$ cat config.mk
export PLATFORM = sky130hd
export DESIGN_NAME = crcb_top
export DESIGN_NICKNAME = d
export VERILOG_FILES = /design/src/hw/crcb_pkg.sv /design/src/hw/crcb_shreg.sv /design/src/hw/crcb_buf.sv /design/src/hw/crcb_top.sv
export SDC_FILE = /design/constraint.sdc
export NUM_CORES = 1
export LEC_CHECK = 0
export BUFFER_PORTS_ARGS = -buffer_cell sky130_fd_sc_hd__buf_2
export CORE_MARGIN = 2
export CORE_UTILIZATION = 25
export DETAILED_ROUTE_END_ITERATION = 8
export GPL_TIMING_DRIVEN = 0
export PLACE_DENSITY = 0.38
export SLEW_MARGIN = 20
export SYNTH_ARGS = -nofsm -noshare
export SYNTH_HDL_FRONTEND = slang
export SYNTH_SLANG_ARGS = --single-unit
$ cat constraint.sdc
create_clock -name clock -period 2.8 [get_ports clock]
set_input_delay 0.14 -clock clock [delete_from_list [all_inputs] [get_ports clock]]
set_output_delay 0.14 -clock clock [all_outputs]
set_load 0.005 [all_outputs]
$ cat src/hw/crcb_pkg.sv
// package: constants, types and the crc byte function of the crc16 byte engine
// Overview of operation
// - a write to the upper byte register loads bits 15-8 of the shift register and arms the seed sequence.
// - while armed, the next lower byte write loads bits 7-0, completes the seed and shifts nothing.
// - once seeded, every lower byte write is a data byte shifted in msb first, eight bits, unless a later write replaces or drops it while held in a stall.
// - with no byte held, no light stop and room in the result buffer, all eight bits are shifted so the new value is readable in the cycle after the data write.
// - a read of the upper byte register returns bits 15-8 of the shift register.
// - a read of the lower byte register returns bits 7-0 of the shift register.
// - the feedback polynomial is 0x1021, x^16+x^12+x^5+1, on the 16-bit shift register.
// - no zero padding of the message is needed and the result is never complemented.
// - data bytes accumulate and a new result shows after each group of eight shifted bits.
// - an upper byte write at any time restarts the seed sequence for a fresh calculation.
// - in deep stop the block is not functional and it comes back in its reset state.
// - in light stop the block stands by, freezing a calculation in progress until run resumes.
package crcb_pkg;
  localparam int unsigned ADDR_W      = 2;
  localparam int unsigned DATA_W      = 8;
  localparam int unsigned CRC_W       = 16;
  localparam int unsigned BUF_DEPTH   = 2;
  localparam logic [1:0]  OFS_UPPER   = 2'h0;
  localparam logic [1:0]  OFS_LOWER   = 2'h1;
  localparam logic [1:0]  OFS_STATUS  = 2'h2;
  localparam int unsigned ST_ARMED    = 0;
  localparam int unsigned ST_PENDING  = 1;
  localparam int unsigned ST_STANDBY  = 2;
  localparam int unsigned ST_RES_FULL = 3;
  localparam logic [15:0] CRC_POLY    = 16'h1021;
  localparam logic [15:0] CRC_RESET   = 16'h0000;
  localparam logic [7:0]  RD_IDLE     = 8'h00;

  typedef enum logic [0:0] {
    CRCB_DATA    = 1'b0,
    CRCB_SEED_LO = 1'b1
  } crcb_seq_t;

  typedef struct packed {
    logic              wr;
    logic              rd;
    logic [ADDR_W-1:0] addr;
    logic [DATA_W-1:0] wdata;
  } crcb_bus_t;

  // eight msb-first shifts through the 0x1021 feedback in one step
  function automatic logic [15:0] crc_byte(input logic [15:0] crc, input logic [7:0] d);
    logic [15:0] c;
    logic        fb;
    c  = crc;
    fb = 1'b0;
    for (int i = 7; i >= 0; i--) begin
      fb = c[15] ^ d[i];
      c  = {c[14:0], 1'b0} ^ ({CRC_W{fb}} & CRC_POLY);
    end
    return c;
  endfunction
endpackage

$ cat src/hw/crcb_shreg.sv
// 16-bit crc shift register with seed loads and byte-wide shifting
`timescale 1ns/1ps
module crcb_shreg (
  input  wire logic        clock,
  input  wire logic        reset,
  input  wire logic        load_upper,
  input  wire logic        load_lower,
  input  wire logic        shift_en,
  input  wire logic [7:0]  byte_in,
  output logic      [15:0] crc_out
);
  logic [15:0] crc_r;

  always_ff @(posedge clock) begin
    if (reset) begin
      crc_r <= crcb_pkg::CRC_RESET;
    end else if (load_upper) begin
      crc_r[15:8] <= byte_in;
    end else if (load_lower) begin
      crc_r[7:0] <= byte_in;
    end else if (shift_en) begin
      crc_r <= crcb_pkg::crc_byte(crc_r, byte_in);
    end
  end

  // raw register, never inverted
  assign crc_out = crc_r;
endmodule

$ cat src/hw/crcb_buf.sv
// two-entry result buffer with valid and ready on both sides
`timescale 1ns/1ps
module crcb_buf (
  input  wire logic        clock,
  input  wire logic        reset,
  input  wire logic        in_valid,
  output logic             in_ready,
  input  wire logic [15:0] in_data,
  output logic             out_valid,
  input  wire logic        out_ready,
  output logic      [15:0] out_data
);
  logic [15:0] mem_r [crcb_pkg::BUF_DEPTH];
  logic        wptr_r;
  logic        rptr_r;
  logic [1:0]  count_r;
  logic        push;
  logic        pop;

  assign in_ready  = (count_r != 2'(crcb_pkg::BUF_DEPTH));
  assign out_valid = (count_r != 2'h0);
  assign out_data  = mem_r[rptr_r];
  assign push      = in_valid && in_ready;
  assign pop       = out_valid && out_ready;

  always_ff @(posedge clock) begin
    if (push) begin
      mem_r[wptr_r] <= in_data;
    end
  end

  always_ff @(posedge clock) begin
    if (reset) begin
      wptr_r  <= 1'b0;
      rptr_r  <= 1'b0;
      count_r <= 2'h0;
    end else begin
      if (push) begin
        wptr_r <= ~wptr_r;
      end
      if (pop) begin
        rptr_r <= ~rptr_r;
      end
      count_r <= count_r + {1'b0, push} - {1'b0, pop};
    end
  end
endmodule

$ cat src/hw/crcb_top.sv
// crc16 byte engine: register port, seed sequencing, stall handling and result stream
//
// The register offsets and the plain strobed port were decided locally.
`timescale 1ns/1ps
module crcb_top (
  input  wire logic        clock,
  input  wire logic        reset,
  input  wire logic        stop_deep,
  input  wire logic        stop_light,
  input  wire logic [1:0]  reg_addr,
  input  wire logic [7:0]  reg_wdata,
  input  wire logic        reg_wr,
  input  wire logic        reg_rd,
  output logic      [7:0]  reg_rdata,
  output logic             res_valid,
  input  wire logic        res_ready,
  output logic      [15:0] res_data,
  output logic             standby
);
  crcb_pkg::crcb_bus_t bus;
  crcb_pkg::crcb_seq_t seq_r;
  logic                local_reset;
  logic                wr_upper;
  logic                wr_lower;
  logic                data_wr;
  logic                load_lower;
  logic                can_step;
  logic                direct_step;
  logic                pend_step;
  logic                shift_en;
  logic [7:0]          shift_byte;
  logic                pend_r;
  logic [7:0]          pend_byte_r;
  logic                standby_r;
  logic [7:0]          rdata_r;
  logic [15:0]         crc;
  logic [15:0]         next_crc;
  logic                buf_in_ready;

  always_comb begin
    bus.wr    = reg_wr;
    bus.rd    = reg_rd;
    bus.addr  = reg_addr;
    bus.wdata = reg_wdata;
  end

  // deep stop acts as a held reset
  assign local_reset = reset || stop_deep;

  assign wr_upper    = bus.wr && (bus.addr == crcb_pkg::OFS_UPPER);
  assign wr_lower    = bus.wr && (bus.addr == crcb_pkg::OFS_LOWER);
  assign load_lower  = wr_lower && (seq_r == crcb_pkg::CRCB_SEED_LO);
  assign data_wr     = wr_lower && (seq_r == crcb_pkg::CRCB_DATA);
  // light stop and a full result buffer both hold the engine
  assign can_step    = buf_in_ready && !stop_light;
  assign direct_step = data_wr && !pend_r && can_step;
  assign pend_step   = pend_r && can_step && !wr_upper;
  assign shift_en    = direct_step || pend_step;
  assign shift_byte  = pend_step ? pend_byte_r : bus.wdata;
  assign next_crc    = crcb_pkg::crc_byte(crc, shift_byte);

  // seed sequencing
  always_ff @(posedge clock) begin
    if (local_reset) begin
      seq_r <= crcb_pkg::CRCB_DATA;
    end else begin
      case (seq_r)
        crcb_pkg::CRCB_DATA: begin
          if (wr_upper) begin
            seq_r <= crcb_pkg::CRCB_SEED_LO;
          end
        end
        crcb_pkg::CRCB_SEED_LO: begin
          if (wr_lower && !wr_upper) begin
            seq_r <= crcb_pkg::CRCB_DATA;
          end
        end
        default: begin
          seq_r <= crcb_pkg::CRCB_DATA;
        end
      endcase
    end
  end

  // byte held while the engine is stalled
  always_ff @(posedge clock) begin
    if (local_reset) begin
      pend_r <= 1'b0;
    end else if (wr_upper) begin
      pend_r <= 1'b0;
    end else if (data_wr && !direct_step) begin
      pend_r <= 1'b1;
    end else if (pend_step) begin
      pend_r <= 1'b0;
    end
  end

  always_ff @(posedge clock) begin
    if (local_reset) begin
      pend_byte_r <= crcb_pkg::RD_IDLE;
    end else if (data_wr && !direct_step) begin
      pend_byte_r <= bus.wdata;
    end
  end

  always_ff @(posedge clock) begin
    if (local_reset) begin
      standby_r <= 1'b0;
    end else begin
      standby_r <= stop_light;
    end
  end

  assign standby = standby_r;

  crcb_shreg u_shreg (
    .clock      (clock),
    .reset      (local_reset),
    .load_upper (wr_upper),
    .load_lower (load_lower),
    .shift_en   (shift_en),
    .byte_in    (wr_upper || load_lower ? bus.wdata : shift_byte),
    .crc_out    (crc)
  );

  // every finished byte pushes its result, uncomplemented
  crcb_buf u_buf (
    .clock     (clock),
    .reset     (local_reset),
    .in_valid  (shift_en),
    .in_ready  (buf_in_ready),
    .in_data   (next_crc),
    .out_valid (res_valid),
    .out_ready (res_ready),
    .out_data  (res_data)
  );

  // read data for one cycle after the strobe
  always_ff @(posedge clock) begin
    if (local_reset) begin
      rdata_r <= crcb_pkg::RD_IDLE;
    end else if (bus.rd) begin
      case (bus.addr)
        crcb_pkg::OFS_UPPER: begin
          rdata_r <= crc[15:8];
        end
        crcb_pkg::OFS_LOWER: begin
          rdata_r <= crc[7:0];
        end
        crcb_pkg::OFS_STATUS: begin
          rdata_r                        <= crcb_pkg::RD_IDLE;
          rdata_r[crcb_pkg::ST_ARMED]    <= (seq_r == crcb_pkg::CRCB_SEED_LO);
          rdata_r[crcb_pkg::ST_PENDING]  <= pend_r;
          rdata_r[crcb_pkg::ST_STANDBY]  <= standby_r;
          rdata_r[crcb_pkg::ST_RES_FULL] <= !buf_in_ready;
        end
        default: begin
          rdata_r <= crcb_pkg::RD_IDLE;
        end
      endcase
    end else begin
      rdata_r <= crcb_pkg::RD_IDLE;
    end
  end

  assign reg_rdata = rdata_r;
endmodule

# Word-level counts from Yosys, hierarchy flattened
# Memories as Yosys holds them, arrays and structs flattened. A register that Yosys moved wholly into a read port is not among the register bits.
# Index checks and enable logic that the tools add are counted.
# W data, S select, Z words.
# word_totals
reg_bits,39
ram_bits,32
inputBits,17
out_inout_bits,26
elab_cells,100
n_memories,1
# op_classes
add_sub_neg,2
eq_ne,4
mux,16
n_bitwise,37
reduce_logical,30
# mem_list
memory,depth,word_bits,read_ports,rd_clocked_by_memory_dff,write_ports,line_no,text
u_buf.mem_r,2,16,1,1,1,crcb_buf.sv:13,logic [15:0] mem_r [crcb_pkg::BUF_DEPTH];
# ops
operator,n
$xor A16 B13 Y16,16
$mux W8,5
$pmux W8 S3,1
$mux W16,1
$xor A1 B1 Y1,16
$logic_and A1 B1 Y1,13
$mux W1,8
$reduce_bool A2 Y1,4
$logic_not A1 Y1,5
$not A1 Y1,5
$ne A2 B2 Y1 const B,2
$reduce_and A2 Y1,2
$reduce_or A2 Y1,2
$logic_or A1 B1 Y1,3
$add A2 B1 Y2,1
$eq A2 B1 Y1 const B,1
$eq A2 B2 Y1 const B,1
$logic_not A2 Y1,1
$pmux W1 S2,1
$sub A2 B1 Y2,1

# Longest topological paths before layout
# depth
depth_word,25
ltp_mapped,10
mapped_depth_nobuf,9

# Cells and area by module
# From an unflattened synthesis, not the netlist that was laid out.
# unflattened
cells_unflattened,352
hier_area_um2,4116.4
# modules_own_cells
mod,instances,cells_per_inst,area_per_inst_um2,seq_area_each_um2
crcb_top,1,165,1555.2,380.4
crcb_buf,1,74,1438.9,1061.0
crcb_shreg,1,113,1122.3,320.3

# Least setup slack after synthesis
# OpenSTA, ideal clock, no wires.
# synth_timing
path_type,reg2reg
startpoint,reg u_buf.count_r[0]
endpoint,mem u_buf.mem_r[1][0] (enable)
setup_time_ns,0.374
t_arrival_ns,1.758
required_time_ns,2.426
path_slack_ns,0.668
stages_incl_launch_ff,8
n_path_buf,1
period_less_slack_ns,2.132
cell_sequence,dfxtp_1 nand2b_1 nand2b_1 nor2_1 o21ai_0 inv_1 clkbuf_1 and2_1
# synth_between
elab_chain_len,8
word_cells_on_any_way,9
classes_between,1 x eq/ne; 2 x mux; 6 x reduce/logical
# synth_rtl
element,line_no,text
from (decl),crcb_buf.sv:16,logic [1:0] count_r;
from (signal assigned),crcb_buf.sv:44,"count_r <= count_r + {1'b0, push} - {1'b0, pop};"
$ne A2 B2 Y1 *,crcb_buf.sv:20,assign in_ready = (count_r != 2'(crcb_pkg::BUF_DEPTH));
$logic_and A1 B1 Y1,crcb_top.sv:55,assign can_step = buf_in_ready && !stop_light;
$logic_and A1 B1 Y1 (2 in series),crcb_top.sv:57,assign pend_step = pend_r && can_step && !wr_upper;
$logic_or A1 B1 Y1,crcb_top.sv:58,assign shift_en = direct_step || pend_step;
$logic_and A1 B1 Y1 *,crcb_buf.sv:23,assign push = in_valid && in_ready;
via u_buf.push,crcb_buf.sv:17,logic push;
$mux W1 *,crcb_buf.sv:27,if (push) begin
$mux W1 (not written as such) *,crcb_buf.sv:28,mem_r[wptr_r] <= in_data;
to (decl),crcb_buf.sv:13,
# Mark *: on every way through the listed nets, which the timed path passes. The rest lies on a longest branch.

# Final worst setup path
# layout_timing
startpoint,reg u_buf.count_r[0]
endpoint,reg u_buf.count_r[1]
# layout_between
elab_chain_len,8
word_cells_on_any_way,11
classes_between,2 x add/sub; 1 x eq/ne; 8 x reduce/logical
# layout_rtl
element,line_no
$ne A2 B2 Y1 *,crcb_buf.sv:20
$logic_and A1 B1 Y1,crcb_top.sv:55
$logic_and A1 B1 Y1 (2 in series),crcb_top.sv:57
$logic_or A1 B1 Y1,crcb_top.sv:58
$logic_and A1 B1 Y1 *,crcb_buf.sv:23
via u_buf.push,crcb_buf.sv:17
$add A2 B1 Y2 *,crcb_buf.sv:44
$sub A2 B1 Y2 *,crcb_buf.sv:44
# Marks and branches as above.
# A chain may end at the register's enable or synchronous reset.

==> run_results.csv <==
group,metric,value,unit
floorplanning,num_rows,43,
layout,final_cells,547,
setup_path,start_kind,"flip-flop",
floorplanning,io_pins,43,
yosys,synth_edf_count,32,
clock_tree,cts_sinks,72,
yosys,synthesis.nets,328,
sta,finalSetupViolations,0,
clock_tree,cts_hold_buffers,0,
yosys,yosysSeqAreaShare,50.68,%
yosys,synth.top_cells.by_area,"edfxtp_1 (28%), dfxtp_1 (23%), mux2i_1 (9.2%)",
placed_design,pre_cts_ws,-211.2,ps
setup_path,r2r_start,"u_buf.count_r[0]",
drt,wl,8918,um
flow_run,cap_viol_max_count,0,
floorplanning,die_y,121.9,um
setup_path,critPathCaptureType,"flip-flop",
setup_path,crit_type,"reg -> reg",
drt,drt_iter0_markers,149,
drt,dr.pass1.iters,4,
power_and_ir_drop,p_per_area,633.1,nW/um^2
drt,drcViolationCount,0,
layout,multi_input_area,1670,um^2
min_path,hp-start,"stop_light",
drt,via_count,2372,
yosys,yosysMostFrequentCell,"dfxtp_1",
global_route,grt_pass1_wl,13990,um
placed_design,gp_congestion,0.7686,
yosys,synth_xor_area_share,13.03,%
yosys,synth_top_area_share,27.65,%
yosys,synth_compound_area_share,8.099,%
yosys,ys_async_sr_fraction,0,%
layout,layout-area-overhead-vs-synth,22.35,%
placed_design,place.detailed.hpwl,6486,um
placed_design,port_buffers,41,
floorplanning,initial_core_util,25.34,%
min_path,worstHoldEndpoint,"standby",
min_path,hp-class,"in -> reg",
sta,fin_hold_ws,36.17,ps
clock_tree,numCtsBuffers,9,
yosys,synth-simple-area-share,11.52,%
layout,n_antenna_cell,0,
floorplanning,die_x,121.9,um
setup_path,required,3000,ps
setup_path,slowest_stage,"clkbuf_1",
yosys,yosys.area.top_type,"edfxtp_1",
yosys,avgSynthCellArea,11.25,um^2
layout,layout.nets,381,
floorplanning,design.core.area,13720,um^2
global_route,grt-ovfl-total,0,
setup_path,critPathMaxFanout,10,
yosys,synthDistinctLibCells,37,
power_and_ir_drop,peakVddDrop,269.9,uV
layout,regArea,1762,um^2
clock_tree,post_cts_buffers,0,
sta,slew_violations,0,
power_and_ir_drop,leakage,1.718,nW
sta,hold_violations,0,
setup_path,crit_path_start,"u_buf.count_r[0]",
drt,wl_per_cell,16.30,um
clock_tree,h-tree-depth,3,
setup_path,crit_chain,"nand2b_1, nand2b_1, nor2_1, o21ai_0, inv_1, clkbuf_1, ha_1, xor2_1, xnor2_1, nor2_1",
outcome,status,"finished clean",
clock_tree,clockBufferDepth,2,
clock_tree,clock_latency,340,ps
sta,clock_skew,5.783,ps
setup_path,worst_ep_arrival_time,2730,ps
setup_path,r2r-end,"u_buf.count_r[1]",
clock_tree,root_buffer,"clkbuf_16",
clock_tree,cts_tree,"yes",
yosys,muxShareOfSynthArea,14.40,%
yosys,synth_common_cells,"dfxtp_1 (40), nor2_1 (37), edfxtp_1 (32), mux2i_1 (32), xor2_1 (25)",
drt,ant_nets,0,
floorplanning,dieArea,14860,um^2
layout,layout-drive-gt1-share,23.43,%
global_route,grt_antenna_before_repair,0,
setup_path,reg2reg_depth,10,
yosys,netlist_instances,309,
sta,tightest_slew,817.2,ps
power_and_ir_drop,power,2.693,mW
sta,tns,0,ps
layout,final.fill_count,1465,
clock_tree,cts.clk_slew.worst_paths,60,ps
yosys,yosys.area_share.adder,0.7199,%
global_route,grt.total_usage,12.88,%
yosys,synth_top_family_by_area,"multiplexers",
sta,rsz0062_at_grt,"false",
setup_path,r2r_setup_slack,270,ps
yosys,syn-cell-area,3476,um^2
yosys,ys.flop_type,"dfxtp_1",
min_path,min_path_cells,2,
global_route,grt_pass1_vias,2429,
sta,finalCritPeriodShare,90.47,%
setup_path,slowest_delay,460,ps
drt,viasPerCell,4.336,
yosys,synth-seq-cells,72,
sta,layout_min_cycle_time,2533,ps
global_route,grt_max_degree,17,
sta,slew_headroom,44.95,%
yosys,ys_warn_count,0,
sta,max_freq,394.7,MHz
placed_design,placed_cells,531,
sta,finalWorstSetupSlack,266.7,ps
critical path, delay by kind of cell, from the launching register on:
kind,cells,cell delay [ps]
XOR/XNOR,2,300
AO/OA/AOI/OAI,1,300
flip-flops,1,340
adder cells (fa/ha/maj),1,260
buffers and inverters,2,670
AND/OR/NAND/NOR,4,530
report_power, final:
group	leakage, nW	internal [mW]	total, mW	switching, mW
Clock	0.149	0.785	1.25	0.460
Sequential	0.614	1.14	1.16	0.0178
Combinational	0.955	0.115	0.286	0.171
Total	1.72	2.04	2.69	0.649
worst max-delay path by stage:
stage,endpoint,slack (ps),cells past startpoint
5_1_grt,u_buf.count_r[1],60,8
2_1_floorplan,u_buf.mem_r[1][0],670,7
4_1_cts,u_buf.mem_r[1][13],50,7
6_report,u_buf.count_r[1],270,10
3_5_place_dp,u_buf.mem_r[1][15],-210,7
3_3_place_gp,u_buf.mem_r[1][4],-180,7
registers in the layout, indices dropped and copies added (netlist names), named ones only:
name	flops
standby	1
u_buf.wptr_r	1
pend_byte_r	8
seq_r	1
u_shreg.crc_out	16
u_buf.rptr_r	1
reg_rdata	8
u_buf.count_r	2
pend_r	1
u_buf.mem_r	32
layout by cell type (no fill, tap or decap), drive strengths merged, types with 7 or more instances in the layout:
cell / Yosys / final
clkbuf: 6 / 16
nand3: 7 / 7
o21ai: 14 / 14
xnor2: 25 / 25
a21oi: 11 / 11
buf: 5 / 47
dfxtp: 40 / 40
mux2i: 32 / 32
edfxtp: 32 / 32
xor2: 25 / 25
nor2: 39 / 39
mux2: 16 / 16
nand2: 7 / 7
per-layer routing:
layer  GRT usage [%]  part of all wire (%)
met2           19.80                    45
met5               0                     0
met3           3.464                   4.6
met1           17.56                    49
met4           4.239                   1.4
area by class of cell:
class / instances / area share [%]
Inverter: 3 / 0.2648
Clock buffer: 10 / 5.384
Sequential cell: 72 / 41.42
Tap cell: 180 / 5.296
Clock inverter: 6 / 2.177
Multi-Input combinational cell: 223 / 39.28
Buffer: 11 / 1.000
Timing Repair Buffer: 42 / 5.178
what timing repair did:
| item | 4_1_cts | 5_1_grt |
|---|---|---|
| endpoints found under the setup margin | 16 | 20 |
| pin swaps | 0 | 0 |
| gates resized for setup | 1 | 2 |
kinds of logic (layout without fill, tap and decap cells):
group / Yosys count / count (layout)
buffers and inverters: 14 / 72
XOR/XNOR: 50 / 50
flip-flops: 72 / 72
AND/OR/NAND/NOR: 79 / 79
AO/OA/AOI/OAI: 44 / 44
multiplexers: 48 / 48
adder cells (fa/ha/maj): 2 / 2
stage by stage:
stage / area [um^2] / util [%]
after CTS: 4247 / 30.95
after global routing: 4253 / 31.00
after floorplan: 3476 / -
after global placement: 3906 / 28.47
after detailed placement: 3924 / 28.60
final: 4253 / 31.00
(Power assumes the default switching activity.)
